## src/core/rtcpc_defs.svh

```systemverilog
// constants of the periodic and run control block of the rtc
// assumes a 125 mhz ref_clk and a 32.768 khz crystal level on a pin
`ifndef RTCPC_DEFS_SVH
`define RTCPC_DEFS_SVH
`define RTCPC_AW 4
`define RTCPC_A_CTRL 4'h0
`define RTCPC_A_STAT 4'h1
`define RTCPC_A_MASK 4'h2
`define RTCPC_A_C64 4'h3
`define RTCPC_CTRL_POR 8'h09
`define RTCPC_B_PFLAG 7
`define RTCPC_B_SEL_HI 6
`define RTCPC_B_SEL_LO 4
`define RTCPC_B_OSC 3
`define RTCPC_B_ADJ 2
`define RTCPC_B_DRST 1
`define RTCPC_B_RUN 0
`define RTCPC_EV_PER 0
`define RTCPC_EV_SEC 1
`define RTCPC_PRE_LAST 9'h01ff
`define RTCPC_PRE_Q256 7'h7f
`define RTCPC_C64_LAST 6'h3f
`define RTCPC_C64_Q16 2'h3
`define RTCPC_C64_Q4 4'hf
`define RTCPC_C64_Q2 5'h1f
`define RTCPC_SEC_HALF 8'h30
`endif

```

## src/core/rtcpc_pkg.sv

```systemverilog
// types of the periodic and run control block
// assumes rtcpc_defs.svh is on the include path
package rtcpc_pkg;
  typedef enum logic [2:0] {
    SEL_OFF, SEL_256, SEL_64, SEL_16, SEL_4, SEL_2, SEL_1, SEL_HALF
  } rtcpc_sel_t;

  typedef struct packed {
    logic xs1;
    logic xs2;
    logic xs3;
    logic [8:0] pre;
    logic [5:0] c64;
    logic two_s;
    logic pflag;
    rtcpc_sel_t sel;
    logic osc_en;
    logic run;
    logic [1:0] stat;
    logic [1:0] mask;
    logic [7:0] rdata;
    logic sec_tick;
    logic sec_clr;
    logic min_adv;
    logic div_clr;
  } rtcpc_state_t;
endpackage

```

## src/core/rtcpc_ctrl.sv

```systemverilog
// periodic flag, oscillator enable, rounding, divider reset and run control
// assumes a single 125 mhz clock, register port on the same clock, crystal on a pin
// What this block does
// - power-on reset loads the control register with 0x09.
// - manual reset clears control bits except oscillator enable and run.
// - standby blocks control writes; only a period tick can still set the periodic flag.
// - periodic flag sets on period or written one, clears on written zero.
// - periodic interrupt request is high while the periodic flag is one.
// - period select: off, 1/256, 1/64, 1/16, 1/4, 1/2, 1, 2 seconds.
// - oscillator enable zero stops the crystal, one lets it run.
// - writing one to rounding zeroes seconds, advancing minutes from thirty.
// - the rounding write also clears prescaler and 64 hz counter.
// - rounding and divider reset act on written one, always read zero.
// - writing one to divider reset clears prescaler and 64 hz counter.
// - run bit zero halts second to year counters, one lets them count.
// - 64 hz counter ignores run bit, stops only with the oscillator.
`timescale 1ns/1ps
`default_nettype none
`include "rtcpc_defs.svh"

module rtcpc_ctrl
  import rtcpc_pkg::*;
(
  // clock and resets
  input wire logic ref_clk,
  input wire logic rst,
  input wire logic manual_rst,
  input wire logic standby,
  // register port
  input wire logic [`RTCPC_AW-1:0] reg_addr,
  input wire logic [7:0] reg_wdata,
  input wire logic reg_wr,
  input wire logic reg_rd,
  output logic [7:0] reg_rdata,
  // crystal side
  input wire logic xtal_in,
  output logic oscillator_enable,
  // time counters outside
  input wire logic [7:0] seconds_bcd,
  output logic count_run,
  output logic sec_tick,
  output logic sec_clear,
  output logic min_advance,
  output logic divider_clear,
  output logic [5:0] sixty_four_hz_counter,
  // interrupts
  output logic periodic_irq,
  output logic irq
);

  rtcpc_state_t s_r;
  rtcpc_state_t s_nxt;

  // one helper for every period choice so the taps stay in one place
  function automatic logic period_hit(input rtcpc_sel_t sel,
                                      input logic [8:0] pre,
                                      input logic [5:0] c64,
                                      input logic two_s);
    logic pw;
    pw = (pre == `RTCPC_PRE_LAST);
    case (sel)
      SEL_256: period_hit = (pre[6:0] == `RTCPC_PRE_Q256);
      SEL_64: period_hit = pw;
      SEL_16: period_hit = pw && (c64[1:0] == `RTCPC_C64_Q16);
      SEL_4: period_hit = pw && (c64[3:0] == `RTCPC_C64_Q4);
      SEL_2: period_hit = pw && (c64[4:0] == `RTCPC_C64_Q2);
      SEL_1: period_hit = pw && (c64 == `RTCPC_C64_LAST);
      SEL_HALF: period_hit = pw && (c64 == `RTCPC_C64_LAST) && two_s;
      default: period_hit = 1'b0;
    endcase
  endfunction

  logic xt_edge;
  logic wr_ctrl;
  logic rd_stat;
  logic do_adj;
  logic do_drst;
  logic div_reset;
  logic period_tick;
  logic one_hz;

  always_comb begin
    // first sync stage is read by the second stage only
    xt_edge = s_r.xs2 && !s_r.xs3 && s_r.osc_en;
    // no register writes or status read-clears while asleep, so standby alone changes nothing
    wr_ctrl = reg_wr && !standby && (reg_addr == `RTCPC_A_CTRL);
    rd_stat = reg_rd && !standby && (reg_addr == `RTCPC_A_STAT);
    do_adj = wr_ctrl && reg_wdata[`RTCPC_B_ADJ];
    do_drst = wr_ctrl && reg_wdata[`RTCPC_B_DRST];
    div_reset = do_adj || do_drst;
    // a divider clear swallows a coincident crystal edge, phase restarts
    period_tick = xt_edge && !div_reset
                  && period_hit(s_r.sel, s_r.pre, s_r.c64, s_r.two_s);
    one_hz = xt_edge && !div_reset && (s_r.pre == `RTCPC_PRE_LAST)
             && (s_r.c64 == `RTCPC_C64_LAST);

    s_nxt = s_r;
    s_nxt.xs1 = xtal_in;
    s_nxt.xs2 = s_r.xs1;
    s_nxt.xs3 = s_r.xs2;

    // divider chain
    if (div_reset) begin
      s_nxt.pre = '0;
      s_nxt.c64 = '0;
      s_nxt.two_s = 1'b0;
    end else if (xt_edge) begin
      s_nxt.pre = s_r.pre + 9'h0001;
      if (s_r.pre == `RTCPC_PRE_LAST) begin
        s_nxt.c64 = s_r.c64 + 6'h01;
        if (s_r.c64 == `RTCPC_C64_LAST) begin
          s_nxt.two_s = !s_r.two_s;
        end
      end
    end

    // time counter strobes
    s_nxt.sec_tick = one_hz && s_r.run;
    s_nxt.sec_clr = do_adj;
    s_nxt.min_adv = do_adj && (seconds_bcd >= `RTCPC_SEC_HALF);
    s_nxt.div_clr = div_reset;

    // control register, a period tick beats a written zero
    if (wr_ctrl) begin
      s_nxt.pflag = reg_wdata[`RTCPC_B_PFLAG];
      s_nxt.sel = rtcpc_sel_t'(reg_wdata[`RTCPC_B_SEL_HI:`RTCPC_B_SEL_LO]);
      s_nxt.osc_en = reg_wdata[`RTCPC_B_OSC];
      s_nxt.run = reg_wdata[`RTCPC_B_RUN];
    end
    if (period_tick) begin
      s_nxt.pflag = 1'b1;
    end

    // mask register and read-clear status, events win over the clear
    if (reg_wr && !standby && (reg_addr == `RTCPC_A_MASK)) begin
      s_nxt.mask = reg_wdata[1:0];
    end
    if (rd_stat) begin
      s_nxt.stat = 2'h0;
    end
    if (period_tick) begin
      s_nxt.stat[`RTCPC_EV_PER] = 1'b1;
    end
    if (s_nxt.sec_tick) begin
      s_nxt.stat[`RTCPC_EV_SEC] = 1'b1;
    end

    // read data, self-clearing bits always read zero
    s_nxt.rdata = 8'h00;
    if (reg_rd) begin
      case (reg_addr)
        `RTCPC_A_CTRL: s_nxt.rdata = {s_r.pflag, s_r.sel, s_r.osc_en,
                                      2'b00, s_r.run};
        `RTCPC_A_STAT: s_nxt.rdata = {6'h00, s_r.stat};
        `RTCPC_A_MASK: s_nxt.rdata = {6'h00, s_r.mask};
        `RTCPC_A_C64: s_nxt.rdata = {2'b00, s_r.c64};
        default: s_nxt.rdata = 8'h00;
      endcase
    end

    // manual reset keeps oscillator and run, clears the rest
    if (manual_rst) begin
      s_nxt.pflag = 1'b0;
      s_nxt.sel = SEL_OFF;
      s_nxt.osc_en = s_r.osc_en;
      s_nxt.run = s_r.run;
    end
  end

  always_ff @(posedge ref_clk) begin
    if (rst) begin
      s_r <= '0;
      s_r.osc_en <= 1'(`RTCPC_CTRL_POR >> `RTCPC_B_OSC);
      s_r.run <= 1'(`RTCPC_CTRL_POR >> `RTCPC_B_RUN);
    end else begin
      s_r <= s_nxt;
    end
  end

  assign reg_rdata = s_r.rdata;
  assign oscillator_enable = s_r.osc_en;
  assign count_run = s_r.run;
  assign sec_tick = s_r.sec_tick;
  assign sec_clear = s_r.sec_clr;
  assign min_advance = s_r.min_adv;
  assign divider_clear = s_r.div_clr;
  assign sixty_four_hz_counter = s_r.c64;
  assign periodic_irq = s_r.pflag;
  // level irq: holds until the status read clears the unmasked bit or a mask write zeroes its mask bit
  assign irq = |(s_r.stat & s_r.mask);
endmodule // rtcpc_ctrl

`default_nettype wire

```

## config.mk

```make
export PLATFORM = sky130hd
export DESIGN_NAME = rtcpc_ctrl
export DESIGN_NICKNAME = d
export VERILOG_FILES = /design/src/core/rtcpc_pkg.sv /design/src/core/rtcpc_ctrl.sv
export VERILOG_INCLUDE_DIRS = /design/src /design/src/core
export SDC_FILE = /design/constraint.sdc
export NUM_CORES = 1
export LEC_CHECK = 0
export ABC_AREA = 1
export BUFFER_PORTS_ARGS = -buffer_cell sky130_fd_sc_hd__buf_2
export CAP_MARGIN = 30
export CORE_MARGIN = 5
export CORE_UTILIZATION = 35
export CTS_CLUSTER_DIAMETER = 80
export CTS_CLUSTER_SIZE = 20
export DETAILED_ROUTE_END_ITERATION = 6
export HOLD_SLACK_MARGIN = 0.1
export PLACE_DENSITY = 0.59
export SLEW_MARGIN = 25
export SYNTH_ARGS = -nofsm -noshare
export SYNTH_HDL_FRONTEND = slang
export SYNTH_SLANG_ARGS = --single-unit
```

## constraint.sdc

```tcl
create_clock -name ref_clk -period 3.2 [get_ports ref_clk]
set_input_delay 0.64 -clock ref_clk [delete_from_list [all_inputs] [get_ports ref_clk]]
set_output_delay 0.64 -clock ref_clk [all_outputs]
set_load 0.03 [all_outputs]
```

Word-level counts from Yosys, hierarchy flattened:

Cells that the tools add are included.

* bitwise gates (word level): 3
* $lt $le $gt $ge: 1
* add/subtract/negate cells: 2
* eq/ne operators: 16
* reduce and logical (&&, ||, !) cells: 36
* multiplexer cells: 7

Operators with widths (number)
* one-hot mux 8 bit (4 select lines): 1
* logical AND 1 bit: 20
* == test 3 bit (second input constant): 4
* adder 9 x 1 -> 9 bit (second input constant): 1
* == test 9 bit (second input constant): 1
* == test 4 x 2 -> 1 bit (second input constant): 2
* greater-or-equal comparator 8 x 6 -> 1 bit (second input constant): 1
* OR reduction 2 bit: 4
* == test 7 bit (second input constant): 1
* one-hot mux 1 bit (7 select lines): 1
* adder 6 x 1 -> 6 bit (second input constant): 1
* == test 3 x 2 -> 1 bit (second input constant): 2
* == test 6 bit (second input constant): 1
* 2-to-1 mux 6 bit: 1
* nonzero test 2 bit: 3
* == test 5 bit (second input constant): 1
* == test 4 x 1 -> 1 bit (second input constant): 1
* == test 4 bit (second input constant): 1
* zero test 1 bit: 4
* zero test 4 bit: 1
* AND reduction 2 bit: 2
* == test 3 x 1 -> 1 bit (second input constant): 1
* 2-to-1 mux 1 bit: 3
* AND reduction 3 bit: 1
* 5 further kinds: 6

* input bits: 27
* output and inout bits: 22
* bits in registers: 41
* word-level logic and storage cells: 83

Longest topological paths before layout:

* word-level depth: 11
* depth in mapped cells: 12
* gate-level depth less buffers: 12

Worst setup path after synthesis:

No wires, ideal clock.

* path type: reg-to-reg
* start: reg s_r[29] (netlist bit)
* end: reg s_r (netlist bit sixty_four_hz_counter[5])
* setup slack: 1.561 ns
* library setup time: 0.070 ns
* data arrival time: 1.569 ns
* period minus slack after synthesis: 1.639 ns
* stages on the path, launching flop included: 11
* path through: dfxtp_1 > ha_1 > nand2_1 > nor4_1 > ha_1 > inv_1 > nor2_8 > nand2_2 > nor2_1 > nand2_1 > a21oi_1

* cells in the longest elaborated chain, start to end: 2

Ends and longest elaborated chain
* start: declaration: line rtcpc_ctrl.sv:51 `rtcpc_state_t s_r;`
* start signal: assignment: line rtcpc_ctrl.sv:176 `s_r <= s_nxt;`
* == test 9 bit (no line)
* AND reduction 2 bit (no line)

No other way between the ends.
A chain may end at the register's enable or synchronous reset.

Worst setup path in the final report:

Same ends and word-level chain as after synthesis.

==> results <==
- The layout net count is 323.
- The layout overhead on the synthesized area is 14.03%.
- Setup repair after global routing left no endpoint under its margin.
- Summed over all nets, the half-perimeter wirelength after detailed placement is 3156 um.
- Leaving out fill and tap cells, the most frequent cell in the layout is sky130_fd_sc_hd__nand2_1.
- The H-tree was split into 2 levels.
- The worst hold path belongs to the class flop to flop.
- The number of buffers added by the clock tree synthesis step is 5.
- In this run the static leakage power is 1.000 nW.
- The worst-case IR drop observed on VDD is 205.9 uV.
- The met1 capacity usage during global routing is 0.1475.
- Entering global routing, the biggest net connects 18 pins.
- The most critical setup path has its startpoint at s_r[29].
- The warning count from the yosys run is 0.
- The number of cells produced by synthesis is 258.
- The count of flip-flops with a built-in enable after synthesis is 0.
- The slew of the pin with the lowest slew margin is 0.3170 ns.
- Setup violations remaining at the end of the flow were counted as 0.
- Based on the critical path, the design can be clocked at up to 538.3 MHz.
- The sequential cell area fraction in the yosys report is 0.4184.
- The run finished with clean final reports.
- The buffer type at the clock tree root is sky130_fd_sc_hd__clkbuf_8.
- After detailed routing, the total wire length is 4005 um.
- After synthesis, the share of flip-flops with an asynchronous set or reset is 0.
- The critical setup path kind is flop to flop.
- The global routing usage on met3 is 0.03689.
- The final number of hold-violating endpoints came to 0.
- The clock tree buffer depth is 2.
- The starting utilization of the core area is 0.3585.
- After floorplanning, the core was sized to cover 5473 um2.
- The number of clock sinks is 41.
- The buffers inserted during post-CTS setup optimization is 0.
- Across the routed clock network, the largest skew measured is 0.005887 ns.
- The routing layer with the top usage in global route is met2.
- Of all nets on the critical path, the largest fanout is 8.
- After floorplanning, the core was divided into 27 placement rows.
- The final route contains 1,626 vias.
- The launch point of the worst reg-to-reg path is s_r[29].
- The TritonCTS clock tree is built.
- The pre-antenna-repair detailed-routing pass consisted of 4 iterations.
- The first global-routing pass estimated 6996 um of wire.
- The total grt overflow is 0.
- The power density over cell area is 410.6 nW/um2.
- In the layout the commonest cells are sky130_fd_sc_hd__nand2_1 (57), sky130_fd_sc_hd__buf_2 (44), sky130_fd_sc_hd__dfxtp_1 (41), sky130_fd_sc_hd__inv_1 (28), sky130_fd_sc_hd__nor2_1 (26).
- The number of I/O port buffers is 44.
- The via count of the first global-routing pass is 1,640.
- The cell with the largest stage delay on the worst path is sky130_fd_sc_hd__dfxtp_1.
- The final worst hold slack is 0.4063 ns.
- The critical path launch point type is a flop.
- The max-capacitance violation count is 0.
- The post-cts sizing count is 0.
- The remaining antenna violation count after routing is 0.
- After routing, the total negative slack on setup checks comes to 0 ns.
- The number of nets in the synthesized netlist is 289.
- At the worst endpoint, the required time is 3.43 ns.
- The weighted congestion reported at the end of routability-driven placement is 0.7755.
- Across every metal layer, demand over resource in global routing totals 0.1194.
- The final clock period utilization by the worst path is 0.5805.
- The register clock-pin slew on the reported worst setup and hold paths is 0.08 ns.
- The later-pin clock latency in the skew report is 0.29 ns.
- After the first detailed-routing iteration, the DRC count stood at 44.
- The number of antenna diodes is 0.
- After clock tree synthesis, the flow added hold-fix buffers numbering 0.
- Traced cell by cell, the critical path runs through ha_1 > nand2_1 > nor4_1 > ha_1 > inv_1 > nor2_8 > nand2_2 > nor2_1 > nand2_1 > a21oi_1.
- The DRC violation count after routing is 0.
- The total of flip-flops plus latches after synthesis is 41.
- The via density per instance is 4.467.
- The die span in y is 84.87 um.
- The count of boundary I/O pins is 49.
- The wire length per cell is 11.00 um.
- The cell area that synthesis handed to floorplanning was 1962 um2.
- Of the cells placed in the final design, the portion with a size suffix greater than 1 is 0.2671.
- The worst hold path startpoint is s_nxt[39].
- The total die area is 7203 um2.
- The filler cells instantiated in the layout total 604.
- The die is 84.87 um wide.
- The endpoint arrival time on the critical path is 2.09 ns.
- The post-route minimum period is 1.858 ns.
- In this run the tightest slew margin relative to its limit is 0.7869.
- The type of destination of the critical path is a flop.
- In the global route stage, met2 resource usage came out at 0.1929.
- The average instance in the mapped netlist occupies 7.604 um2.
- The number of antenna violations at the first check in global routing came to 0.
- The count of distinct cell types in the synthesized netlist is 32.
- The most used flip-flop cell after synthesis is sky130_fd_sc_hd__dfxtp_1.
- The max-slew violation count came to 0.
- In this design, the stage delay of the slowest critical-path cell is 0.38 ns.
final timing paths:
path | to | slack [ns] | cells after the start
max reg2reg | sixty_four_hz_counter[5] | 1.34 | 10
min | s_nxt[38] | 0.41 | 2
min reg2reg | s_nxt[38] | 0.41 | 2
max | sixty_four_hz_counter[5] | 1.34 | 10
kinds of logic (layout without fill, tap and decap cells):
kind of cell | after synthesis | in the layout | share of synthesized area
AO/OA/AOI/OAI | 36 | 36 | 0.1065
flip-flops | 41 | 41 | 0.4184
adder cells (fa/ha/maj) | 4 | 4 | 0.02551
XOR/XNOR | 3 | 3 | 0.01340
buffers and inverters | 51 | 85 | 0.1301
AND/OR/NAND/NOR | 123 | 123 | 0.3061
where the power goes:
part           total, mW  internal, mW  switching (mW)  leakage, nW
sequential         0.516         0.513         0.00242        0.331
combinational     0.0532        0.0194          0.0338        0.626
clock              0.350         0.171           0.179       0.0433
total              0.918         0.703           0.215         1.00
critical path: cells and delay by family (launching register included):
family | cells | cell delay, ns
buffers and inverters | 1 | 0.11
AO/OA/AOI/OAI | 1 | 0.13
AND/OR/NAND/NOR | 6 | 0.74
adder cells (fa/ha/maj) | 2 | 0.44
flip-flops | 1 | 0.38
metal layers:
metal,share of wire,up-vias
met3,0.065,7
met1,0.47,709
met5,0,-
met4,0.017,0
li1,-,878
met2,0.45,32
layout make-up:
cell class	instances	area, um2	share of cell area
Sequential cell	41	820.8	0.3669
Tap cell	72	90.09	0.04027
Inverter	34	130.1	0.05817
Clock inverter	1	7.507	0.003356
Multi-Input combinational cell	166	885.9	0.3960
Clock buffer	6	82.58	0.03691
Timing Repair Buffer	44	220.2	0.09843
synthesized netlist by cell type, types with 3 or more instances:
library cell | count | area share
sky130_fd_sc_hd__a211oi_1 | 4 | 0.015
sky130_fd_sc_hd__a21oi_1 | 18 | 0.046
sky130_fd_sc_hd__a21oi_2 | 5 | 0.022
sky130_fd_sc_hd__buf_4 | 14 | 0.054
sky130_fd_sc_hd__dfxtp_1 | 41 | 0.42
sky130_fd_sc_hd__ha_1 | 4 | 0.026
sky130_fd_sc_hd__inv_1 | 28 | 0.054
sky130_fd_sc_hd__inv_2 | 5 | 0.0096
sky130_fd_sc_hd__nand2_1 | 57 | 0.11
sky130_fd_sc_hd__nand3_1 | 14 | 0.036
sky130_fd_sc_hd__nor2_1 | 26 | 0.050
sky130_fd_sc_hd__nor2_2 | 3 | 0.0096
sky130_fd_sc_hd__nor2_4 | 5 | 0.029
sky130_fd_sc_hd__nor3_1 | 7 | 0.018
sky130_fd_sc_hd__o21ai_0 | 3 | 0.0077
sky130_fd_sc_hd__o21ai_1 | 6 | 0.015
sky130_fd_sc_hd__xor2_1 | 3 | 0.013
registers in the layout, summed over array words and instances, names as in the netlist:
| name | count |
|---|---|
| count_run | 1 |
| divider_clear | 1 |
| min_advance | 1 |
| oscillator_enable | 1 |
| periodic_irq | 1 |
| reg_rdata | 8 |
| s_nxt | 2 |
| s_r | 18 |
| sec_clear | 1 |
| sec_tick | 1 |
| sixty_four_hz_counter | 6 |
stage by stage:
stage / worst slack, ns / utilization / cell area (um2) / std cells / power [mW]
6_report: 1.342 / 0.4088 / 2237 / 364 / 0.9185
5_1_grt: 1.110 / 0.4088 / 2237 / 364 / 0.9609
4_1_cts: 1.324 / 0.4088 / 2237 / 364 / 0.9332
3_5_place_dp: 1.270 / 0.3923 / 2147 / 357 / 0.5816
3_3_place_gp: 1.271 / 0.3923 / 2147 / 357 / 0.5813
2_1_floorplan: 1.561 / - / 1962 / 258 / 0.5588
(Power assumes the default switching activity.)
